[src/dtc_consts.svh]
// register offsets, field positions, reset values and timing counts
// for the dual timer/counter block; included by the top design file and the bench
`ifndef DTC_CONSTS_SVH
`define DTC_CONSTS_SVH

// apb byte offsets, one aligned word per register
`define DTC_OFF_TMODE 8'h00
`define DTC_OFF_TCTL 8'h04
`define DTC_OFF_LOW_A 8'h08
`define DTC_OFF_HIGH_A 8'h0c
`define DTC_OFF_LOW_B 8'h10
`define DTC_OFF_HIGH_B 8'h14
`define DTC_OFF_PMODE 8'h18
`define DTC_OFF_CFG 8'h1c

// timer mode register fields
`define DTC_TMODE_A_LSB 0
`define DTC_TMODE_A_MSB 3
`define DTC_TMODE_B_LSB 4
`define DTC_TMODE_B_MSB 7

// timer control register bits
`define DTC_CTL_RUN_A 4
`define DTC_CTL_FLAG_A 5
`define DTC_CTL_RUN_B 6
`define DTC_CTL_FLAG_B 7

// port mode and configuration bits
`define DTC_PM_TOG_A 0
`define DTC_PM_TOG_B 1
`define DTC_CFG_HALVE 0

// reset values
`define DTC_RST_BYTE 8'h00

// clocks per machine cycle, default and halved
`define DTC_MC_CLKS 4'h6
`define DTC_MC_CLKS_HALVED 4'hc

`endif

[src/dtc_pkg.sv]
// types shared by the dual timer/counter design files
// assumes dtc_consts.svh holds all numeric constants
package dtc_pkg;

    // operating mode of one timer
    typedef enum logic [1:0] {
        DTC_MODE_13,
        DTC_MODE_16,
        DTC_MODE_RELOAD,
        DTC_MODE_SPLIT
    } dtc_mode_t;

    // one nibble of the timer mode register
    typedef struct packed {
        logic gate;
        logic ct;
        dtc_mode_t mode;
    } dtc_tsel_t;

    // result of one counting step
    typedef struct packed {
        logic [7:0] lo;
        logic [7:0] hi;
        logic ovf;
    } dtc_step_t;

endpackage

[src/dtc_timer_top.sv]
// dual timer/counter with four modes, apb register access
// assumes pins are synchronous to pclk and a single clock domain
`include "dtc_consts.svh"

// Summary of operation
// timer counts machine cycles, six clocks each
// counter counts sampled high-to-low pin transitions
// edge increment shows one machine cycle later
// count pin holds each level one cycle
// function and mode chosen per timer
// count only when run and gate allow, except b ignores its run bit while a is split and split high has no gate
// mode 0 is thirteen bit counter
// wrap to zero sets overflow flag
// setting run leaves count unchanged
// each timer has its own gate bit
// mode 1 uses all sixteen bits
// mode 2 reloads low from high
// timer b in mode 3 stops
// split low byte uses timer a controls
// split high byte uses timer b run, flag
// timer b still runs for baud
// overflow toggles count pin when enabled
// toggle enable per timer, starts high
// compat bit makes machine cycle twelve clocks
// flag holds until cleared or acknowledged
module dtc_timer_top (
    // clock and reset
    input wire logic pclk,
    input wire logic presetn,
    // apb slave
    input wire logic psel,
    input wire logic penable,
    input wire logic pwrite,
    input wire logic [7:0] paddr,
    input wire logic [31:0] pwdata,
    output logic [31:0] prdata,
    output logic pready,
    output logic pslverr,
    // count pins, also used as toggle outputs
    input wire logic count_pin_a,
    output logic count_pin_a_drv,
    output logic count_pin_a_oe,
    input wire logic count_pin_b,
    output logic count_pin_b_drv,
    output logic count_pin_b_oe,
    // gate pins, high lets a gated timer count
    input wire logic gate_pin_a,
    input wire logic gate_pin_b,
    // interrupt system acknowledge pulses
    input wire logic irq_ack_a,
    input wire logic irq_ack_b,
    // flags and baud source towards the rest of the chip
    output logic overflow_flag_a,
    output logic overflow_flag_b,
    output logic baud_tick
);

    // register state
    logic [7:0] tmode_r; // timer mode register
    logic run_bit_a_r; // run bit of timer a
    logic run_bit_b_r; // run bit of timer b
    logic flag_a_r; // overflow flag a
    logic flag_b_r; // overflow flag b
    logic [7:0] low_a_r; // low byte a
    logic [7:0] high_a_r; // high byte a
    logic [7:0] low_b_r; // low byte b
    logic [7:0] high_b_r; // high byte b
    logic tog_en_a_r; // toggle enable a
    logic tog_en_b_r; // toggle enable b
    logic halve_r; // compat clock halve as written
    logic halve_eff_r; // halve in force for the current machine cycle
    logic tog_a_r; // toggle level a
    logic tog_b_r; // toggle level b
    logic baud_r; // timer b overflow pulse
    // machine cycle divider
    logic [3:0] div_r;
    logic tick_r;
    // apb answer
    logic [31:0] prdata_r;
    logic pready_r;
    logic pslverr_r;

    // decoded fields
    dtc_pkg::dtc_tsel_t sel_a;
    dtc_pkg::dtc_tsel_t sel_b;
    logic split_a; // timer a in split mode
    logic fall_a; // edge pending on count pin a
    logic fall_b; // edge pending on count pin b
    logic inc_a; // low/whole timer a advances
    logic inc_b; // timer b advances
    logic inc_ha; // split high byte advances
    logic [8:0] ha_sum; // split high byte plus one
    dtc_pkg::dtc_step_t step_a;
    dtc_pkg::dtc_step_t step_b;
    logic ovf_a; // timer a (or split low) overflow
    logic ovf_b; // timer b overflow
    logic set_fa; // event for flag a
    logic set_fb; // event for flag b
    logic [7:0] ctl_view; // control register as read
    // apb decode
    logic setup;
    logic acc_wr;
    logic wr_tmode;
    logic wr_ctl;
    logic wr_low_a;
    logic wr_high_a;
    logic wr_low_b;
    logic wr_high_b;
    logic wr_pmode;
    logic wr_cfg;

    // one counting step of one timer in its mode
    function automatic dtc_pkg::dtc_step_t step_f(
        input dtc_pkg::dtc_mode_t mode,
        input logic [7:0] lo,
        input logic [7:0] hi,
        input logic inc
    );
        dtc_pkg::dtc_step_t s;
        logic [13:0] sum13;
        logic [16:0] sum16;
        logic [8:0] sum8;
        s.lo = lo;
        s.hi = hi;
        s.ovf = 1'b0;
        sum13 = {1'b0, hi, lo[4:0]} + 14'h0001;
        sum16 = {1'b0, hi, lo} + 17'h00001;
        sum8 = {1'b0, lo} + 9'h001;
        if (inc)
        begin
            case (mode)
                dtc_pkg::DTC_MODE_13:
                begin
                    // top three low bits are left as they are
                    s.hi = sum13[12:5];
                    s.lo = {lo[7:5], sum13[4:0]};
                    s.ovf = sum13[13];
                end
                dtc_pkg::DTC_MODE_16:
                begin
                    s.hi = sum16[15:8];
                    s.lo = sum16[7:0];
                    s.ovf = sum16[16];
                end
                dtc_pkg::DTC_MODE_RELOAD:
                begin
                    // high byte is the reload value and never moves
                    s.lo = sum8[8] ? hi : sum8[7:0];
                    s.ovf = sum8[8];
                end
                dtc_pkg::DTC_MODE_SPLIT:
                begin
                    s.lo = sum8[7:0];
                    s.ovf = sum8[8];
                end
                default:
                begin
                    s.ovf = 1'b0;
                end
            endcase
        end
        return s;
    endfunction

    // field decode of the mode register, one gate bit per timer
    assign sel_a = dtc_pkg::dtc_tsel_t'(
        tmode_r[`DTC_TMODE_A_MSB:`DTC_TMODE_A_LSB]);
    assign sel_b = dtc_pkg::dtc_tsel_t'(
        tmode_r[`DTC_TMODE_B_MSB:`DTC_TMODE_B_LSB]);
    assign split_a = sel_a.mode == dtc_pkg::DTC_MODE_SPLIT;

    // edge samplers for the two count pins
    dtc_pin_sampler u_smp_a (
        .pclk(pclk),
        .presetn(presetn),
        .tick(tick_r),
        .pin(count_pin_a),
        .fall(fall_a)
    );
    dtc_pin_sampler u_smp_b (
        .pclk(pclk),
        .presetn(presetn),
        .tick(tick_r),
        .pin(count_pin_b),
        .fall(fall_b)
    );

    // count enables; a fall is applied at the tick after it was seen
    assign inc_a = tick_r & run_bit_a_r & (~sel_a.gate | gate_pin_a)
        & (sel_a.ct ? fall_a : 1'b1);
    // while a is split, b ignores its run bit; mode 3 or its shut gate still stops it
    assign inc_b = tick_r & (split_a | run_bit_b_r)
        & (~sel_b.gate | gate_pin_b)
        & (sel_b.mode != dtc_pkg::DTC_MODE_SPLIT)
        & (sel_b.ct ? fall_b : 1'b1);
    // split high byte counts machine cycles under timer b's run bit
    assign inc_ha = tick_r & split_a & run_bit_b_r;
    assign ha_sum = {1'b0, high_a_r} + 9'h001;

    assign step_a = step_f(sel_a.mode, low_a_r, high_a_r, inc_a);
    assign step_b = step_f(sel_b.mode, low_b_r, high_b_r, inc_b);
    assign ovf_a = step_a.ovf;
    assign ovf_b = step_b.ovf;
    assign set_fa = ovf_a;
    // split high byte takes over flag b from timer b
    assign set_fb = split_a ? (inc_ha & ha_sum[8]) : ovf_b;

    // apb decode; a write lands at the access edge with pready high
    assign setup = psel & ~penable;
    assign acc_wr = psel & penable & pready_r & pwrite;
    assign wr_tmode = acc_wr & (paddr == `DTC_OFF_TMODE);
    assign wr_ctl = acc_wr & (paddr == `DTC_OFF_TCTL);
    assign wr_low_a = acc_wr & (paddr == `DTC_OFF_LOW_A);
    assign wr_high_a = acc_wr & (paddr == `DTC_OFF_HIGH_A);
    assign wr_low_b = acc_wr & (paddr == `DTC_OFF_LOW_B);
    assign wr_high_b = acc_wr & (paddr == `DTC_OFF_HIGH_B);
    assign wr_pmode = acc_wr & (paddr == `DTC_OFF_PMODE);
    assign wr_cfg = acc_wr & (paddr == `DTC_OFF_CFG);

    // control register view, reserved bits read zero
    always_comb
    begin
        ctl_view = 8'h00;
        ctl_view[`DTC_CTL_RUN_A] = run_bit_a_r;
        ctl_view[`DTC_CTL_FLAG_A] = flag_a_r;
        ctl_view[`DTC_CTL_RUN_B] = run_bit_b_r;
        ctl_view[`DTC_CTL_FLAG_B] = flag_b_r;
    end

    // machine cycle divider; the halve setting only changes at a tick
    // so no machine cycle is ever cut short
    always_ff @(posedge pclk or negedge presetn)
    begin
        if (!presetn)
        begin
            div_r <= 4'h0;
            tick_r <= 1'b0;
            halve_eff_r <= 1'b0;
        end
        else if (div_r >= (halve_eff_r ? `DTC_MC_CLKS_HALVED - 4'h1
                                       : `DTC_MC_CLKS - 4'h1))
        begin
            div_r <= 4'h0;
            tick_r <= 1'b1;
            halve_eff_r <= halve_r;
        end
        else
        begin
            div_r <= div_r + 4'h1;
            tick_r <= 1'b0;
        end
    end

    // configuration registers written by software
    always_ff @(posedge pclk or negedge presetn)
    begin
        if (!presetn)
        begin
            tmode_r <= `DTC_RST_BYTE;
            run_bit_a_r <= 1'b0;
            run_bit_b_r <= 1'b0;
            tog_en_a_r <= 1'b0;
            tog_en_b_r <= 1'b0;
            halve_r <= 1'b0;
        end
        else
        begin
            if (wr_tmode)
                tmode_r <= pwdata[7:0];
            // run bits touch no count register
            if (wr_ctl)
            begin
                run_bit_a_r <= pwdata[`DTC_CTL_RUN_A];
                run_bit_b_r <= pwdata[`DTC_CTL_RUN_B];
            end
            if (wr_pmode)
            begin
                tog_en_a_r <= pwdata[`DTC_PM_TOG_A];
                tog_en_b_r <= pwdata[`DTC_PM_TOG_B];
            end
            if (wr_cfg)
                halve_r <= pwdata[`DTC_CFG_HALVE];
        end
    end

    // overflow flags; an overflow in the clearing cycle wins
    always_ff @(posedge pclk or negedge presetn)
    begin
        if (!presetn)
        begin
            flag_a_r <= 1'b0;
            flag_b_r <= 1'b0;
        end
        else
        begin
            if (set_fa)
                flag_a_r <= 1'b1;
            else if (wr_ctl)
                flag_a_r <= pwdata[`DTC_CTL_FLAG_A];
            else if (irq_ack_a)
                flag_a_r <= 1'b0;
            if (set_fb)
                flag_b_r <= 1'b1;
            else if (wr_ctl)
                flag_b_r <= pwdata[`DTC_CTL_FLAG_B];
            else if (irq_ack_b)
                flag_b_r <= 1'b0;
        end
    end

    // count bytes; a software write beats a count in the same cycle
    always_ff @(posedge pclk or negedge presetn)
    begin
        if (!presetn)
        begin
            low_a_r <= `DTC_RST_BYTE;
            high_a_r <= `DTC_RST_BYTE;
            low_b_r <= `DTC_RST_BYTE;
            high_b_r <= `DTC_RST_BYTE;
        end
        else
        begin
            low_a_r <= wr_low_a ? pwdata[7:0] : step_a.lo;
            if (wr_high_a)
                high_a_r <= pwdata[7:0];
            else if (split_a)
                high_a_r <= inc_ha ? ha_sum[7:0] : high_a_r;
            else
                high_a_r <= step_a.hi;
            low_b_r <= wr_low_b ? pwdata[7:0] : step_b.lo;
            high_b_r <= wr_high_b ? pwdata[7:0] : step_b.hi;
        end
    end

    // toggle outputs rest high while disabled, flip on each overflow
    always_ff @(posedge pclk or negedge presetn)
    begin
        if (!presetn)
        begin
            tog_a_r <= 1'b1;
            tog_b_r <= 1'b1;
            baud_r <= 1'b0;
        end
        else
        begin
            if (!tog_en_a_r)
                tog_a_r <= 1'b1;
            else if (ovf_a)
                tog_a_r <= ~tog_a_r;
            if (!tog_en_b_r)
                tog_b_r <= 1'b1;
            else if (ovf_b)
                tog_b_r <= ~tog_b_r;
            // timer b overflows stay visible even while a is split
            baud_r <= ovf_b;
        end
    end

    // apb answer: data caught at setup, pready high in the access cycle
    always_ff @(posedge pclk or negedge presetn)
    begin
        if (!presetn)
        begin
            prdata_r <= 32'h0000_0000;
            pready_r <= 1'b0;
            pslverr_r <= 1'b0;
        end
        else
        begin
            pready_r <= setup;
            if (setup)
            begin
                pslverr_r <= 1'b0;
                case (paddr)
                    `DTC_OFF_TMODE: prdata_r <= {24'h000000, tmode_r};
                    `DTC_OFF_TCTL: prdata_r <= {24'h000000, ctl_view};
                    `DTC_OFF_LOW_A: prdata_r <= {24'h000000, low_a_r};
                    `DTC_OFF_HIGH_A: prdata_r <= {24'h000000, high_a_r};
                    `DTC_OFF_LOW_B: prdata_r <= {24'h000000, low_b_r};
                    `DTC_OFF_HIGH_B: prdata_r <= {24'h000000, high_b_r};
                    `DTC_OFF_PMODE:
                        prdata_r <= {30'h00000000, tog_en_b_r, tog_en_a_r};
                    `DTC_OFF_CFG: prdata_r <= {31'h00000000, halve_r};
                    default:
                    begin
                        // unmapped: zero data and an error answer
                        prdata_r <= 32'h0000_0000;
                        pslverr_r <= 1'b1;
                    end
                endcase
            end
        end
    end

    // outputs straight from flip-flops
    assign prdata = prdata_r;
    assign pready = pready_r;
    assign pslverr = pslverr_r;
    assign count_pin_a_drv = tog_a_r;
    assign count_pin_a_oe = tog_en_a_r;
    assign count_pin_b_drv = tog_b_r;
    assign count_pin_b_oe = tog_en_b_r;
    assign overflow_flag_a = flag_a_r;
    assign overflow_flag_b = flag_b_r;
    assign baud_tick = baud_r;
endmodule

[src/dtc_pin_sampler.sv]
// samples an external count pin once per machine cycle and flags a fall
// assumes the pin is synchronous to pclk and tick is a one-cycle pulse
module dtc_pin_sampler (
    // clock and reset
    input wire logic pclk,
    input wire logic presetn,
    // machine cycle pulse
    input wire logic tick,
    // pin level
    input wire logic pin,
    // fall seen at the last tick, held until the next one
    output logic fall
);

    logic smp_r; // pin level at the last tick
    logic pend_r; // high-then-low seen, applied at the next tick

    // one sample per machine cycle; the fall is only acted on a machine
    // cycle later, so a pulse shorter than a machine cycle may be missed
    always_ff @(posedge pclk or negedge presetn)
    begin
        if (!presetn)
        begin
            smp_r <= 1'b0;
            pend_r <= 1'b0;
        end
        else if (tick)
        begin
            smp_r <= pin;
            pend_r <= smp_r & ~pin;
        end
    end

    assign fall = pend_r;

endmodule

[config.mk]
export PLATFORM = sky130hd
export DESIGN_NAME = dtc_timer_top
export DESIGN_NICKNAME = d
export VERILOG_FILES = /design/src/dtc_pkg.sv /design/src/dtc_timer_top.sv /design/src/dtc_pin_sampler.sv
export VERILOG_INCLUDE_DIRS = /design/src
export SDC_FILE = /design/constraint.sdc
export NUM_CORES = 1
export LEC_CHECK = 0
export ABC_AREA = 1
export ABC_CLOCK_PERIOD_IN_PS = 4300
export CAP_MARGIN = 15
export CELL_PAD_IN_SITES_DETAIL_PLACEMENT = 2
export CELL_PAD_IN_SITES_GLOBAL_PLACEMENT = 2
export CORE_MARGIN = 3
export CORE_UTILIZATION = 38
export CTS_CLUSTER_DIAMETER = 120
export DETAILED_ROUTE_END_ITERATION = 10
export DONT_BUFFER_PORTS = 1
export HOLD_SLACK_MARGIN = 0.06
export PLACE_DENSITY = 0.9
export SLEW_MARGIN = 0
export SYNTH_ARGS = -nofsm -noshare
export SYNTH_HDL_FRONTEND = slang
export SYNTH_SLANG_ARGS = --single-unit
[constraint.sdc]
create_clock -name pclk -period 4.3 [get_ports pclk]
set_input_delay 0.43 -clock pclk [delete_from_list [all_inputs] [get_ports pclk]]
set_output_delay 0.43 -clock pclk [all_outputs]
set_load 0.1 [all_outputs]
==> metrics <==
Int Power 1.20 mW; DR vias 5372; first drt pass iteration count 4; worst slew pin tran 1.05 ns; #FFs+latches synth 70; Clock H-tree levels 3; share of cells above drive strength 1 7.53%; path category of the worst min-delay check primary input to flop; DIE WIDTH 123 microns; largest family of logic cells by synthesized area simple AND/OR/NAND/NOR gates; PwrDens 316 mW/mm^2; CP dominant cell by count nand2_1; Synth Area in Simple Gates 39.4%; Post-route DRC 0; CP bufs+invs 1; grt total ovfl 0; global-route wire length before repair 33.6 mm; drt wl/cell 21.8 microns; Leak 2.81 nW; Clock transition at path regs 0.06 ns; placed insts 955; crit-path leading delay family simple AND/OR/NAND/NOR gates; Fin. Hold Viols 0; period utilization 61.6%; CP cell instances nand2_1, nor2_4, nand3_2, nand2_1, o22ai_1, inv_1, nand2_1; combinational share of power 14.7%; hold_ws 0.196 ns; nature of the critical path endpoint flop; xor/xnor share of the synthesized area 2.03%; post-synthesis mux area share 0%; status finished clean; register area share after synthesis 33.8%; synthesis warning total 0; initial core utilization 39.0%; compound-gate portion of the synthesized area 10.4%; clock share of power 42.4%; fmax 0.377 GHz; Slowest cell on crit path dfrtp_1; power share of the sequential group 42.9%; die area 0.0151 sq mm; Switching Share 32.0%; IO Pins 92; Critical Path Start Type flop; final slew viol count 0; I/O Buffers 0; initial drt markers 407; Net count, final 850; vias per inst 5.52; switching power 565 uW; syn_area_per_cell 6.57 sq um; worst skew pair latency 0.36 ns; maximum vdd ir drop 204 uV; gpl congestion 0.903; fin crit period 2.65 ns; Site Rows 42; final wirelength 21.2 mm; clock sink count 70; Min-Delay Path Depth 1; Clock Skews 0.0107 ns; DPL Wire Length 15.9 mm; Worst Path Arrival 2.89 ns; Req. time, crit path 4.54 ns; worst setup path class flop to flop; post-synth cell types 38; antenna-violating nets left 0; Worst R2R Path Depth 7; Core Region 0.0133 sq mm; CTS Buf Count 9; max_cap viols 0; RSZ-0062 raised after global routing no; adder-cell share of the synthesized area 1.69%; Root Driver clkbuf_16; final cell count without fillers 974; CTS tree built; CP Max Fanout 13; antenna violations before repair 1; largest net degree at the start of global routing 71; Post-Syn Instances 789; count of final setup violators 0; setup tns final 0 ns; cell count along the critical path 7; fillers 1681; Area Overhead vs Synth 7.89%; overall routing resource usage 29.3%; Max Root-Sink Buffers 2; Crit path largest cell delay 0.93 ns; Die Y 123 microns; Rel. slew slack 29.8%; vias in the first global route 5961; Post-Syn Area 0.00519 sq mm
## metrics by stage
stage	total power, mW	area [sq um]	utilization, %	setup WS (ns)
4_1_cts	1.78	5590	42.1	1.65
3_3_place_gp	0.991	5270	39.6	1.79
3_5_place_dp	1.01	5270	39.6	1.68
6_report	1.77	5600	42.1	1.65
2_1_floorplan	0.976	5270	-	2.28
5_1_grt	1.83	5600	42.1	1.52
## state kept, by name, summed over array words and instances (netlist names), 4 cells and up
| register | cells |
|---|---|
| prdata | 8 |
| low_a_r | 8 |
| low_b_r | 8 |
| high_a_r | 8 |
| high_b_r | 8 |
| tmode_r | 8 |
| div_r | 4 |
## cells in the final DEF, fill, tap and decap left out, types with 9 or more instances in the layout
cell type	n
a21oi_1	14
clkbuf_16	9
conb_1	24
dfrtp_1	68
inv_1	102
nand2_1	266
nand3_1	73
nor2_1	66
nor2_4	10
o211ai_1	9
o21ai_0	59
o22ai_1	11
xor2_1	9
## power by group through the flow
stage	combinational (mW)	sequential (mW)	clock, mW
floorplan	0.223	0.753	0
global route	0.292	0.766	0.777
detailed placement	0.242	0.769	0
finish	0.260	0.757	0.748
global placement	0.227	0.764	0
CTS	0.264	0.757	0.754
## worst reg2reg max path, delay by kind of cell (launching register included)
| kind | cells | cell delay (ns) |
|---|---|---|
| AND/OR/NAND/NOR | 5 | 1.37 |
| AO/OA/AOI/OAI | 1 | 0.14 |
| flip-flops | 1 | 0.93 |
| buffers and inverters | 1 | 0.09 |
## cell families (layout without fill, tap and decap cells)
| logic type | Yosys count | in the layout |
|---|---|---|
| fa+ha+maj | 7 | 7 |
| flops | 70 | 70 |
| simple gates | 454 | 454 |
| buf+inv | 146 | 131 |
| xor+xnor | 12 | 12 |
| compound gates | 99 | 99 |
| other cells | 1 | 25 |
## layer usage
metal	global-route usage, %	routed length (microns)	vias to the layer above
met2	49.3	10300	175
met5	0	0	-
met4	10.5	515	0
met3	4.93	1300	41
li1	-	-	2454
met1	37.8	9090	2702
## repair_timing
item / 4_1_cts / 5_1_grt
hold buffers: 2 / 0
endpoints found under the hold margin: 70 / 0
gates resized for setup: 0 / 0
buffers inserted: 0 / 0
## cell type report
type	instances	area (sq um)	area share, %
diodes	1	2.50	0.0447
clock buffers	14	274	4.90
clock inverters	2	15.0	0.268
inverters	113	427	7.62
multi-input cells	596	2870	51.2
flip-flops and latches	70	1750	31.3
well taps	176	220	3.93
repair buffers	2	37.5	0.671
## synthesized netlist by cell type
cell type / instances / area (sq um)
a21oi_1: 14 / 70.1
a22o_1: 1 / 8.76
buf_2: 6 / 30.0
buf_4: 25 / 188
clkbuf_1: 1 / 3.75
clkbuf_2: 1 / 5.00
clkinv_1: 2 / 7.51
clkinv_2: 2 / 10.0
conb_1: 1 / 3.75
dfrtp_1: 68 / 1700
dfstp_2: 2 / 52.6
ha_1: 7 / 87.6
inv_1: 102 / 383
inv_2: 7 / 26.3
nand2_1: 266 / 998
nand2_2: 6 / 37.5
nand2_4: 2 / 22.5
nand3_1: 73 / 365
nand3_2: 6 / 60.1
nand3b_1: 2 / 15.0
nand3b_4: 1 / 20.0
nand4_1: 7 / 43.8
nand4_2: 1 / 12.5
nor2_1: 66 / 248
nor2_2: 4 / 25.0
nor2_4: 10 / 113
nor3_1: 4 / 20.0
nor3_2: 2 / 20.0
nor3_4: 2 / 32.5
nor4_1: 1 / 6.26
o211ai_1: 9 / 67.6
o21ai_0: 59 / 295
o21ai_1: 4 / 20.0
o22ai_1: 11 / 68.8
o31ai_1: 1 / 7.51
or2_1: 1 / 6.26
xnor2_1: 3 / 26.3
xor2_1: 9 / 78.8
## path summary, 6_finish.rpt
check,startpoint,endpoint,slack (ns)
max in group asynchronous,presetn,count_pin_b_drv,3.31
worst min-delay path,penable,pready,0.20
worst min register to register,div_r[0],div_r[0],0.49
min in group asynchronous,presetn,low_a_r[4],0.61
worst max-delay path,pready,high_b_r[0],1.65
worst max register to register,pready,high_b_r[0],1.65
No activity file was read; power rests on OpenSTA's default activity.
